<file path="config.mk">
export PLATFORM = sky130hd
export DESIGN_NAME = uart_baud_wake_autobaud_ctrl
export DESIGN_NICKNAME = d
export VERILOG_FILES = /design/src/uart_bwa_pkg.sv /design/src/rx_sync_edge.sv /design/src/uart_baud_wake_autobaud_ctrl.sv
export SDC_FILE = /design/constraint.sdc
export NUM_CORES = 1
export LEC_CHECK = 0
export CELL_PAD_IN_SITES_DETAIL_PLACEMENT = 1
export CELL_PAD_IN_SITES_GLOBAL_PLACEMENT = 1
export CORE_AREA = 2 2 108 110
export CTS_CLUSTER_SIZE = 12
export DETAILED_ROUTE_END_ITERATION = 10
export DIE_AREA = 0 0 110 112
export DONT_BUFFER_PORTS = 1
export GPL_TIMING_DRIVEN = 0
export PLACE_DENSITY = 0.88
export SYNTH_ARGS = -nofsm -noshare
export SYNTH_HDL_FRONTEND = slang
export SYNTH_SLANG_ARGS = --single-unit
</file>
<file path="constraint.sdc">
create_clock -name clk -period 3.7 [get_ports clk]
set_clock_uncertainty 0.1 [all_clocks]
set_input_delay 0.185 -clock clk [delete_from_list [all_inputs] [get_ports clk]]
set_output_delay 0.185 -clock clk [all_outputs]
set_load 0.05 [all_outputs]
</file>
<file path="src/uart_bwa_pkg.sv">
// Purpose: shared constants and types of the baud control block
// Assumes: apb slave with 32-bit data, byte addresses
// Notes:   one source for offsets, field positions and reset values
package uart_bwa_pkg;

  // ----------------------------------------------------------------
  // register offsets (byte addresses)
  // ----------------------------------------------------------------
  localparam logic [7:0] CTRL_OFS  = 8'h00; // baud_control
  localparam logic [7:0] MODE_OFS  = 8'h04; // sync/async mode select
  localparam logic [7:0] DIV_OFS   = 8'h08; // baud divisor
  localparam logic [7:0] STAT_OFS  = 8'h0c; // sticky events, write one to clear
  localparam logic [7:0] MASK_OFS  = 8'h10; // event mask
  localparam logic [7:0] STATE_OFS = 8'h14; // live state, read only

  // ----------------------------------------------------------------
  // baud_control field positions
  // ----------------------------------------------------------------
  localparam int ABD_BIT    = 0; // autobaud_enable
  localparam int WAKE_BIT   = 1; // wake_monitor_enable
  localparam int UNIMP_BIT  = 2; // not implemented, reads zero
  localparam int WIDE_BIT   = 3; // wide_generator_select
  localparam int CTRL_W     = 4;
  localparam int SYNC_BIT   = 0; // mode register: 1 = synchronous

  // ----------------------------------------------------------------
  // event bits of status and mask
  // ----------------------------------------------------------------
  localparam int EV_WAKE    = 0; // wake falling edge seen
  localparam int EV_ABD_OK  = 1; // autobaud measurement finished
  localparam int EV_ABD_OVF = 2; // measurement ran out of range
  localparam int EV_W       = 3;

  // ----------------------------------------------------------------
  // reset values
  // ----------------------------------------------------------------
  localparam logic [CTRL_W-1:0] CTRL_RST = 4'h0;
  localparam logic              MODE_RST = 1'h0;
  localparam logic [15:0]       DIV_RST  = 16'h001f;
  localparam logic [EV_W-1:0]   MASK_RST = 3'h0;

  // ----------------------------------------------------------------
  // sync character and measurement figures
  // ----------------------------------------------------------------
  localparam logic [7:0] SYNC_CHAR  = 8'h55; // expected from the far end
  localparam logic [2:0] ABD_FALLS  = 3'h5;  // falling edges in one 55h frame
  localparam int         ABD_SHIFT  = 3;     // 5 falls span 8 bit periods

  typedef enum logic [1:0] {AB_IDLE, AB_WAIT, AB_MEAS} abd_state_t;

endpackage : uart_bwa_pkg
</file>
<file path="src/rx_sync_edge.sv">
// Purpose: bring the receive pin into the clock domain, report edges
// Assumes: pin idles high between characters
// Notes:   level changes only once stages two and three agree
`timescale 1ns/1ps
`default_nettype none

module rx_sync_edge (
  input  wire logic clk,   // system clock
  input  wire logic rst_n, // synchronous reset, active low
  input  wire logic ce,    // clock enable, freezes state
  input  wire logic pin,   // raw receive pin
  output logic      level, // filtered pin level
  output logic      rise,  // one-cycle pulse on low to high
  output logic      fall   // one-cycle pulse on high to low
);

  logic s1_r, s2_r, s3_r;      // synchroniser chain
  logic lvl_r, lvl_nxt;        // accepted level
  logic rise_r, rise_nxt;      // registered edge pulses
  logic fall_r, fall_nxt;

  // ----------------------------------------------------------------
  // next level: only a stable pair of late stages moves it
  // ----------------------------------------------------------------
  always_comb
  begin
    lvl_nxt  = (s2_r == s3_r) ? s3_r : lvl_r;
    rise_nxt = lvl_nxt & ~lvl_r;
    fall_nxt = ~lvl_nxt & lvl_r;
  end

  // ----------------------------------------------------------------
  // registers; s1 feeds s2 and nothing else
  // ----------------------------------------------------------------
  always_ff @(posedge clk)
  begin
    if (!rst_n)
    begin
      s1_r   <= 1'b1;
      s2_r   <= 1'b1;
      s3_r   <= 1'b1;
      lvl_r  <= 1'b1;
      rise_r <= 1'b0;
      fall_r <= 1'b0;
    end
    else if (ce)
    begin
      s1_r   <= pin;
      s2_r   <= s1_r;
      s3_r   <= s2_r;
      lvl_r  <= lvl_nxt;
      rise_r <= rise_nxt;
      fall_r <= fall_nxt;
    end
  end

  // pulses only count while the clock is enabled
  assign level = lvl_r;
  assign rise  = rise_r & ce;
  assign fall  = fall_r & ce;

endmodule : rx_sync_edge

`default_nettype wire

</file>
<file path="src/uart_baud_wake_autobaud_ctrl.sv">
// Purpose: baud control bits: generator width, wake monitor, autobaud
// Assumes: apb slave, zero wait states, receive pin idles high
// Notes:   autobaud parks the generator while it measures
//
// Chosen here: the address map and the APB register port.
`timescale 1ns/1ps
`default_nettype none

// Function
// - width bit selects 16-bit or 8-bit generator
// - bit 2 reads zero, writes ignored
// - async wake: falling rx edge raises interrupt
// - following rising edge clears wake enable
// - wake disabled: no monitoring, no clearing
// - synchronous mode ignores wake enable
// - autobaud measures next 55h sync character
// - autobaud enable clears itself when done
module uart_baud_wake_autobaud_ctrl #(
  parameter int MEAS_W = 19 // measurement counter width
) (
  input  wire logic        clk,     // system clock, 50 MHz
  input  wire logic        rst_n,   // synchronous reset, active low
  input  wire logic        ce,      // clock enable, freezes all state
  input  wire logic        psel,    // apb select
  input  wire logic        penable, // apb access phase
  input  wire logic        pwrite,  // apb direction
  input  wire logic [7:0]  paddr,   // apb byte address
  input  wire logic [31:0] pwdata,  // apb write data
  output logic [31:0]      prdata,  // apb read data
  output logic             pready,  // apb ready
  output logic             pslverr, // apb error on unmapped address
  input  wire logic        rx_pin,  // receive pin from far transmitter
  output logic             baud_tick, // one pulse per generator period
  output logic             irq      // level interrupt
);

  // ----------------------------------------------------------------
  // declarations
  // ----------------------------------------------------------------
  logic [uart_bwa_pkg::CTRL_W-1:0] ctrl_r, ctrl_nxt;   // baud_control
  logic                            sync_r, sync_nxt;   // mode select
  logic [15:0]                     div_r, div_nxt;     // divisor
  logic [uart_bwa_pkg::EV_W-1:0]   stat_r, stat_nxt;   // sticky events
  logic [uart_bwa_pkg::EV_W-1:0]   mask_r, mask_nxt;   // event mask
  logic                            armed_r, armed_nxt; // wake edge seen
  uart_bwa_pkg::abd_state_t        abd_r, abd_nxt;     // autobaud state
  logic [2:0]                      falls_r, falls_nxt; // falling edges
  logic [MEAS_W-1:0]               meas_r, meas_nxt;   // clocks measured
  logic [15:0]                     gen_r, gen_nxt;     // generator count
  logic                            tick_r, tick_nxt;   // generator tick
  logic [31:0]                     rd_r, rd_nxt;       // read data
  logic                            err_r, err_nxt;     // read/write error
  logic                            rx_lvl, rx_rise, rx_fall;
  logic                            setup, access, wr;
  logic [15:0]                     reload;             // masked divisor
  logic [15:0]                     meas_div;           // measured divisor
  logic [uart_bwa_pkg::EV_W-1:0]   ev_set;             // events this cycle

  // ----------------------------------------------------------------
  // receive pin conditioning
  // ----------------------------------------------------------------
  rx_sync_edge u_rx (
    .clk   (clk),
    .rst_n (rst_n),
    .ce    (ce),
    .pin   (rx_pin),
    .level (rx_lvl),
    .rise  (rx_rise),
    .fall  (rx_fall)
  );

  // address decode, used only for the error answer
  function automatic logic mapped(input logic [7:0] a);
    mapped = (a == uart_bwa_pkg::CTRL_OFS) || (a == uart_bwa_pkg::MODE_OFS) ||
             (a == uart_bwa_pkg::DIV_OFS)  || (a == uart_bwa_pkg::STAT_OFS) ||
             (a == uart_bwa_pkg::MASK_OFS) || (a == uart_bwa_pkg::STATE_OFS);
  endfunction : mapped

  assign setup  = psel & ~penable;
  assign access = psel & penable;
  assign wr     = access & pwrite & ce;

  // 8-bit mode uses only the low byte of the divisor
  assign reload = ctrl_r[uart_bwa_pkg::WIDE_BIT] ? div_r
                                                 : {8'h00, div_r[7:0]};

  // eight bit periods measured, so divide by eight; period is div+1
  assign meas_div = meas_r[uart_bwa_pkg::ABD_SHIFT +: 16] - 16'h0001;

  // ----------------------------------------------------------------
  // baud generator: counts down, reloads at zero, parked in autobaud
  // ----------------------------------------------------------------
  always_comb
  begin
    gen_nxt  = gen_r;
    tick_nxt = 1'b0;
    if (abd_r != uart_bwa_pkg::AB_IDLE)
    begin
      // the counter belongs to the measurement now
      gen_nxt = reload;
    end
    else if (gen_r == 16'h0000)
    begin
      gen_nxt  = reload;
      tick_nxt = 1'b1;
    end
    else
      gen_nxt = gen_r - 16'h0001;
  end

  always_ff @(posedge clk)
  begin
    if (!rst_n)
    begin
      gen_r  <= uart_bwa_pkg::DIV_RST;
      tick_r <= 1'b0;
    end
    else if (ce)
    begin
      gen_r  <= gen_nxt;
      tick_r <= tick_nxt;
    end
  end

  assign baud_tick = tick_r & ce;

  // ----------------------------------------------------------------
  // control: registers, wake monitor, autobaud, events, apb
  // ----------------------------------------------------------------
  always_comb
  begin
    ctrl_nxt  = ctrl_r;
    sync_nxt  = sync_r;
    div_nxt   = div_r;
    mask_nxt  = mask_r;
    armed_nxt = armed_r;
    abd_nxt   = abd_r;
    falls_nxt = falls_r;
    meas_nxt  = meas_r;
    ev_set    = '0;
    rd_nxt    = rd_r;
    err_nxt   = 1'b0;

    // wake monitor only runs in async mode with its enable set
    if (ctrl_r[uart_bwa_pkg::WAKE_BIT] && !sync_r)
    begin
      if (rx_fall)
      begin
        ev_set[uart_bwa_pkg::EV_WAKE] = 1'b1;
        armed_nxt = 1'b1;
      end
      else if (armed_r && rx_rise)
      begin
        ctrl_nxt[uart_bwa_pkg::WAKE_BIT] = 1'b0;
        armed_nxt = 1'b0;
      end
    end
    else
      armed_nxt = 1'b0;

    // autobaud sequence
    unique case (abd_r)
      uart_bwa_pkg::AB_IDLE:
        if (ctrl_r[uart_bwa_pkg::ABD_BIT] && !sync_r)
          abd_nxt = uart_bwa_pkg::AB_WAIT;
      uart_bwa_pkg::AB_WAIT:
      begin
        // start bit of the sync character opens the window
        if (sync_r || !ctrl_r[uart_bwa_pkg::ABD_BIT])
          abd_nxt = uart_bwa_pkg::AB_IDLE;
        else if (rx_fall)
        begin
          abd_nxt   = uart_bwa_pkg::AB_MEAS;
          falls_nxt = 3'h1;
          meas_nxt  = MEAS_W'(1); // start cycle is the first clock of the span
        end
      end
      uart_bwa_pkg::AB_MEAS:
      begin
        meas_nxt = meas_r + 1'b1;
        if (sync_r || !ctrl_r[uart_bwa_pkg::ABD_BIT])
          abd_nxt = uart_bwa_pkg::AB_IDLE;
        else if (&meas_r)
        begin
          // line too slow or not a sync character: give up
          abd_nxt = uart_bwa_pkg::AB_IDLE;
          ctrl_nxt[uart_bwa_pkg::ABD_BIT] = 1'b0;
          ev_set[uart_bwa_pkg::EV_ABD_OVF] = 1'b1;
        end
        else if (rx_fall)
        begin
          falls_nxt = falls_r + 3'h1;
          if (falls_r == uart_bwa_pkg::ABD_FALLS - 3'h1)
          begin
            abd_nxt = uart_bwa_pkg::AB_IDLE;
            div_nxt = meas_div;
            ctrl_nxt[uart_bwa_pkg::ABD_BIT] = 1'b0;
            ev_set[uart_bwa_pkg::EV_ABD_OK] = 1'b1;
          end
        end
      end
    endcase

    // software writes win over a hardware self-clear in the same cycle
    if (wr)
    begin
      unique case (paddr)
        uart_bwa_pkg::CTRL_OFS:
        begin
          ctrl_nxt = pwdata[uart_bwa_pkg::CTRL_W-1:0];
          ctrl_nxt[uart_bwa_pkg::UNIMP_BIT] = 1'b0;
        end
        uart_bwa_pkg::MODE_OFS: sync_nxt = pwdata[uart_bwa_pkg::SYNC_BIT];
        uart_bwa_pkg::DIV_OFS:  div_nxt  = pwdata[15:0];
        uart_bwa_pkg::MASK_OFS: mask_nxt = pwdata[uart_bwa_pkg::EV_W-1:0];
        default:                ;
      endcase
    end

    // sticky events: set beats a write-one clear
    stat_nxt = stat_r | ev_set;
    if (wr && paddr == uart_bwa_pkg::STAT_OFS)
      stat_nxt = (stat_r & ~pwdata[uart_bwa_pkg::EV_W-1:0]) | ev_set;

    // read data captured in setup, answered in access
    if (setup)
    begin
      unique case (paddr)
        uart_bwa_pkg::CTRL_OFS:  rd_nxt = {28'h0000000, ctrl_r};
        uart_bwa_pkg::MODE_OFS:  rd_nxt = {31'h00000000, sync_r};
        uart_bwa_pkg::DIV_OFS:   rd_nxt = {16'h0000, div_r};
        uart_bwa_pkg::STAT_OFS:  rd_nxt = {29'h00000000, stat_r};
        uart_bwa_pkg::MASK_OFS:  rd_nxt = {29'h00000000, mask_r};
        uart_bwa_pkg::STATE_OFS: rd_nxt = {28'h0000000, armed_r, abd_r, rx_lvl};
        default:                 rd_nxt = 32'h00000000;
      endcase
      err_nxt = ~mapped(paddr);
    end
    else if (access)
      err_nxt = err_r; // error answer holds through a stalled access
  end

  always_ff @(posedge clk)
  begin
    if (!rst_n)
    begin
      ctrl_r  <= uart_bwa_pkg::CTRL_RST;
      sync_r  <= uart_bwa_pkg::MODE_RST;
      div_r   <= uart_bwa_pkg::DIV_RST;
      stat_r  <= '0;
      mask_r  <= uart_bwa_pkg::MASK_RST;
      armed_r <= 1'b0;
      abd_r   <= uart_bwa_pkg::AB_IDLE;
      falls_r <= 3'h0;
      meas_r  <= '0;
      rd_r    <= 32'h00000000;
      err_r   <= 1'b0;
    end
    else if (ce)
    begin
      ctrl_r  <= ctrl_nxt;
      sync_r  <= sync_nxt;
      div_r   <= div_nxt;
      stat_r  <= stat_nxt;
      mask_r  <= mask_nxt;
      armed_r <= armed_nxt;
      abd_r   <= abd_nxt;
      falls_r <= falls_nxt;
      meas_r  <= meas_nxt;
      rd_r    <= rd_nxt;
      err_r   <= err_nxt;
    end
  end

  // ----------------------------------------------------------------
  // bus answers and interrupt
  // ----------------------------------------------------------------
  // a frozen block cannot complete a transfer, so ready follows ce
  assign pready  = ce;
  assign prdata  = rd_r;
  assign pslverr = access & err_r;
  assign irq     = |(stat_r & mask_r);
endmodule : uart_baud_wake_autobaud_ctrl

`default_nettype wire

</file>
==> flow_summary.toml <==
[run_status]
status = "finished clean"

[cells_and_area]
area_growth_pct = 14.83
diodes = 0
nets = 737
final_area_mm2 = 0.005843
fillers = 1357
fin_cells = 828
drive_gt1_share_pct = 6.277
final_util_pct = 52.29

[worst_setup_path]
critPathLaunchType = "flop"
cp_data_arrival_time_ns = 3.18
cp_max_fo = 10
required_ns = 3.85
critPathLaunch = "meas_r[7]"
rr_startpoint = "meas_r[7]"
worst-setup-path-type = "reg -> reg"
cp-end-kind = "flop"

[clock_tree]
cts_tree = "yes"
cts-resized-gates = 0
cts_max_level = 3
clkSinkCount = 91
clockBufferDepth = 2
clock_latency_ns = 0.35
root_buffer = "clkbuf_16"
clk_pin_slew_ns = 0.07
cts_buffers = 9

[grt]
grt_start_max_net_pins = 15
track_usage_pct = 28.80
grt_antenna_before_repair = 0
overflow = 0
grt_pass1_wl_mm = 27.46
grt_pass1_vias = 5310

[drt]
ant_nets = 0
firstDrtPassIters = 5
wl_per_cell_um = 20.61
route.detailed.drc = 0
num_vias = 5177
drtIter0Drc = 304
via_per_inst = 6.252
routed_wl_mm = 17.07

[timing]
rsz0062_at_grt = "false"
hold_viol_final = 0
setup_viol = 0
worst_slack_ns = 0.6710
timing.final.crit_share_pct = 81.86
maxSlewViolCount = 0
hold_ws_ns = 0.006191
worst_pin_slew_ns = 1.066
slew_headroom_pct = 28.31
final.setup.tns_ns = 0
fin_crit_ns = 3.029
clock.fmax_mhz = 330.1

[yosys]
synthCells = 635
synth_top_area_share_pct = 35.80
syn_area_per_cell_um2 = 8.014
synth_area_leaders = "dfxtp_1, mux2i_1, nor2_1"
ys_ff_latch = 91
synth_cell_type_count = 64
synth_top_cell_by_area = "dfxtp_1"
synth_ff_type = "dfxtp_1"
synth-edff-count = 0
seq_area_frac_synth_pct = 35.80
synthArstFlopShare_pct = 0
netlist_area_mm2 = 0.005089
yosys_warnings = 0

[hold_path]
min_path_type = "in -> reg"
hp-start = "pwdata[0]"

[die]
die_w_um = 110
pin_count = 83
start_util_pct = 45.54
fp.dieArea_mm2 = 0.01232
die_h_um = 112
coreArea_mm2 = 0.01117
row_count = 39

[place]
port_buffers = 0
gp_congestion = 0.8793
pre_cts_ws_ns = 0.7706
dp_hpwl_mm = 11.91
post-place-cells = 793
placed_area_mm2 = 0.005324

[pwr]
peakVddDrop_mv = 0.3061
power_density_mw_per_mm2 = 384.8
power_mw = 2.249
clkPwrFrac_pct = 46.0
p_int_mw = 1.687
combinationalPowerShare_pct = 9.4
p_seq_share_pct = 44.6
p_sw_share_pct = 24.98
power.switching_uw = 561.6
leakage_nw = 2.101

[job]
maxCapViolCount = 0
[state kept, by name, summed over array words and instances, names as in the netlist, 2 cells and up]
name,cells
ctrl_r,3
mask_r,3
falls_r,3
abd_r,2
stat_r,3
prdata,16
div_r,16
meas_r,19
gen_r,16
[path summary, 6_finish.rpt]
path / to / slack, ns / depth (start not counted)
hold reg to reg: u_rx.s1_r / 0.39 / 2
setup reg to reg: div_r[4] / 0.67 / 7
hold / removal: stat_r[0] / 0.006 / 2
setup / recovery: div_r[4] / 0.67 / 7
[cells in the final DEF, fill, tap and decap left out, drive strengths merged, types with 13 or more instances in the layout]
cell type    synthesis  final
a21oi               27     27
a22oi               14     14
a31oi               13     13
buf                 23     23
clkbuf              42     54
conb                 1     16
dfxtp               91     91
dlygate4sd3          0     19
inv                 16     16
mux2i               24     24
nand2               54     54
nand3               38     38
nand4               19     19
nor2                59     59
nor3                21     21
o21ai               28     28
xnor2               19     19
[critical path, stage by stage, from the launching register on]
cell,delay (ns)
dfxtp_1,0.31
clkbuf_1,0.34
nand4_1,0.41
or4_1,0.68
o21ai_0,0.28
clkbuf_1,0.45
nand3_1,0.15
and3_1,0.20
[power by group through the flow]
stage          Combinational, mW  Clock, mW  Sequential, mW
2_1_floorplan              0.148          0            1.02
3_3_place_gp               0.182          0            1.02
3_5_place_dp               0.187          0            1.02
4_1_cts                    0.208       1.04            1.00
5_1_grt                    0.227       1.07            1.00
6_report                   0.212       1.03            1.00
[synthesized netlist by cell type (6+ instances only)]
cell type / number
a21oi_1: 27
a22oi_1: 14
a31oi_1: 13
and3_1: 8
buf_4: 18
clkbuf_1: 41
dfxtp_1: 91
ha_1: 10
inv_1: 16
mux2i_1: 24
nand2_1: 54
nand2b_1: 10
nand3_1: 38
nand4_1: 19
nor2_1: 59
nor3_1: 21
nor4_1: 9
o21a_1: 7
o21ai_0: 27
o22ai_1: 6
or3_1: 6
or4_1: 9
xnor2_1: 19
xor2_1: 7
[logic make-up after synthesis]
kind of cell | Yosys count | share of synthesized area (%)
simple gates | 262 | 26.38
compound gates | 137 | 18.00
flops | 91 | 35.80
buf+inv | 82 | 7.573
xor+xnor | 26 | 4.475
mux | 26 | 5.237
fa+ha+maj | 10 | 2.459
other cells | 1 | 0.07369
[final cells by class]
| class | instances | area (um^2) | area share [%] |
|---|---|---|---|
| clock buffers | 12 | 256.5 | 4.390 |
| repair buffers | 19 | 190.2 | 3.255 |
| plain buffers | 65 | 321.6 | 5.503 |
| clock inverters | 4 | 72.57 | 1.242 |
| flip-flops and latches | 91 | 1822 | 31.18 |
| well taps | 143 | 178.9 | 3.062 |
| inverters | 17 | 63.81 | 1.092 |
| multi-input cells | 477 | 2938 | 50.28 |
[per-layer routing]
metal / wire length [um] / GRT usage, %
met5: 0 / 0
met4: 803 / 16.46
met1: 6630 / 33.78
met3: 1063 / 5.328
met2: 8569 / 48.34
[what timing repair did]
| item | CTS | global route |
|---|---|---|
| hold buffers | 19 | 0 |
| endpoints found under the hold margin | 25 | 0 |
| setup endpoints to repair | 0 | 0 |
| setup buffers | 0 | 0 |
Note: power is estimated with default switching activity, not from simulation.
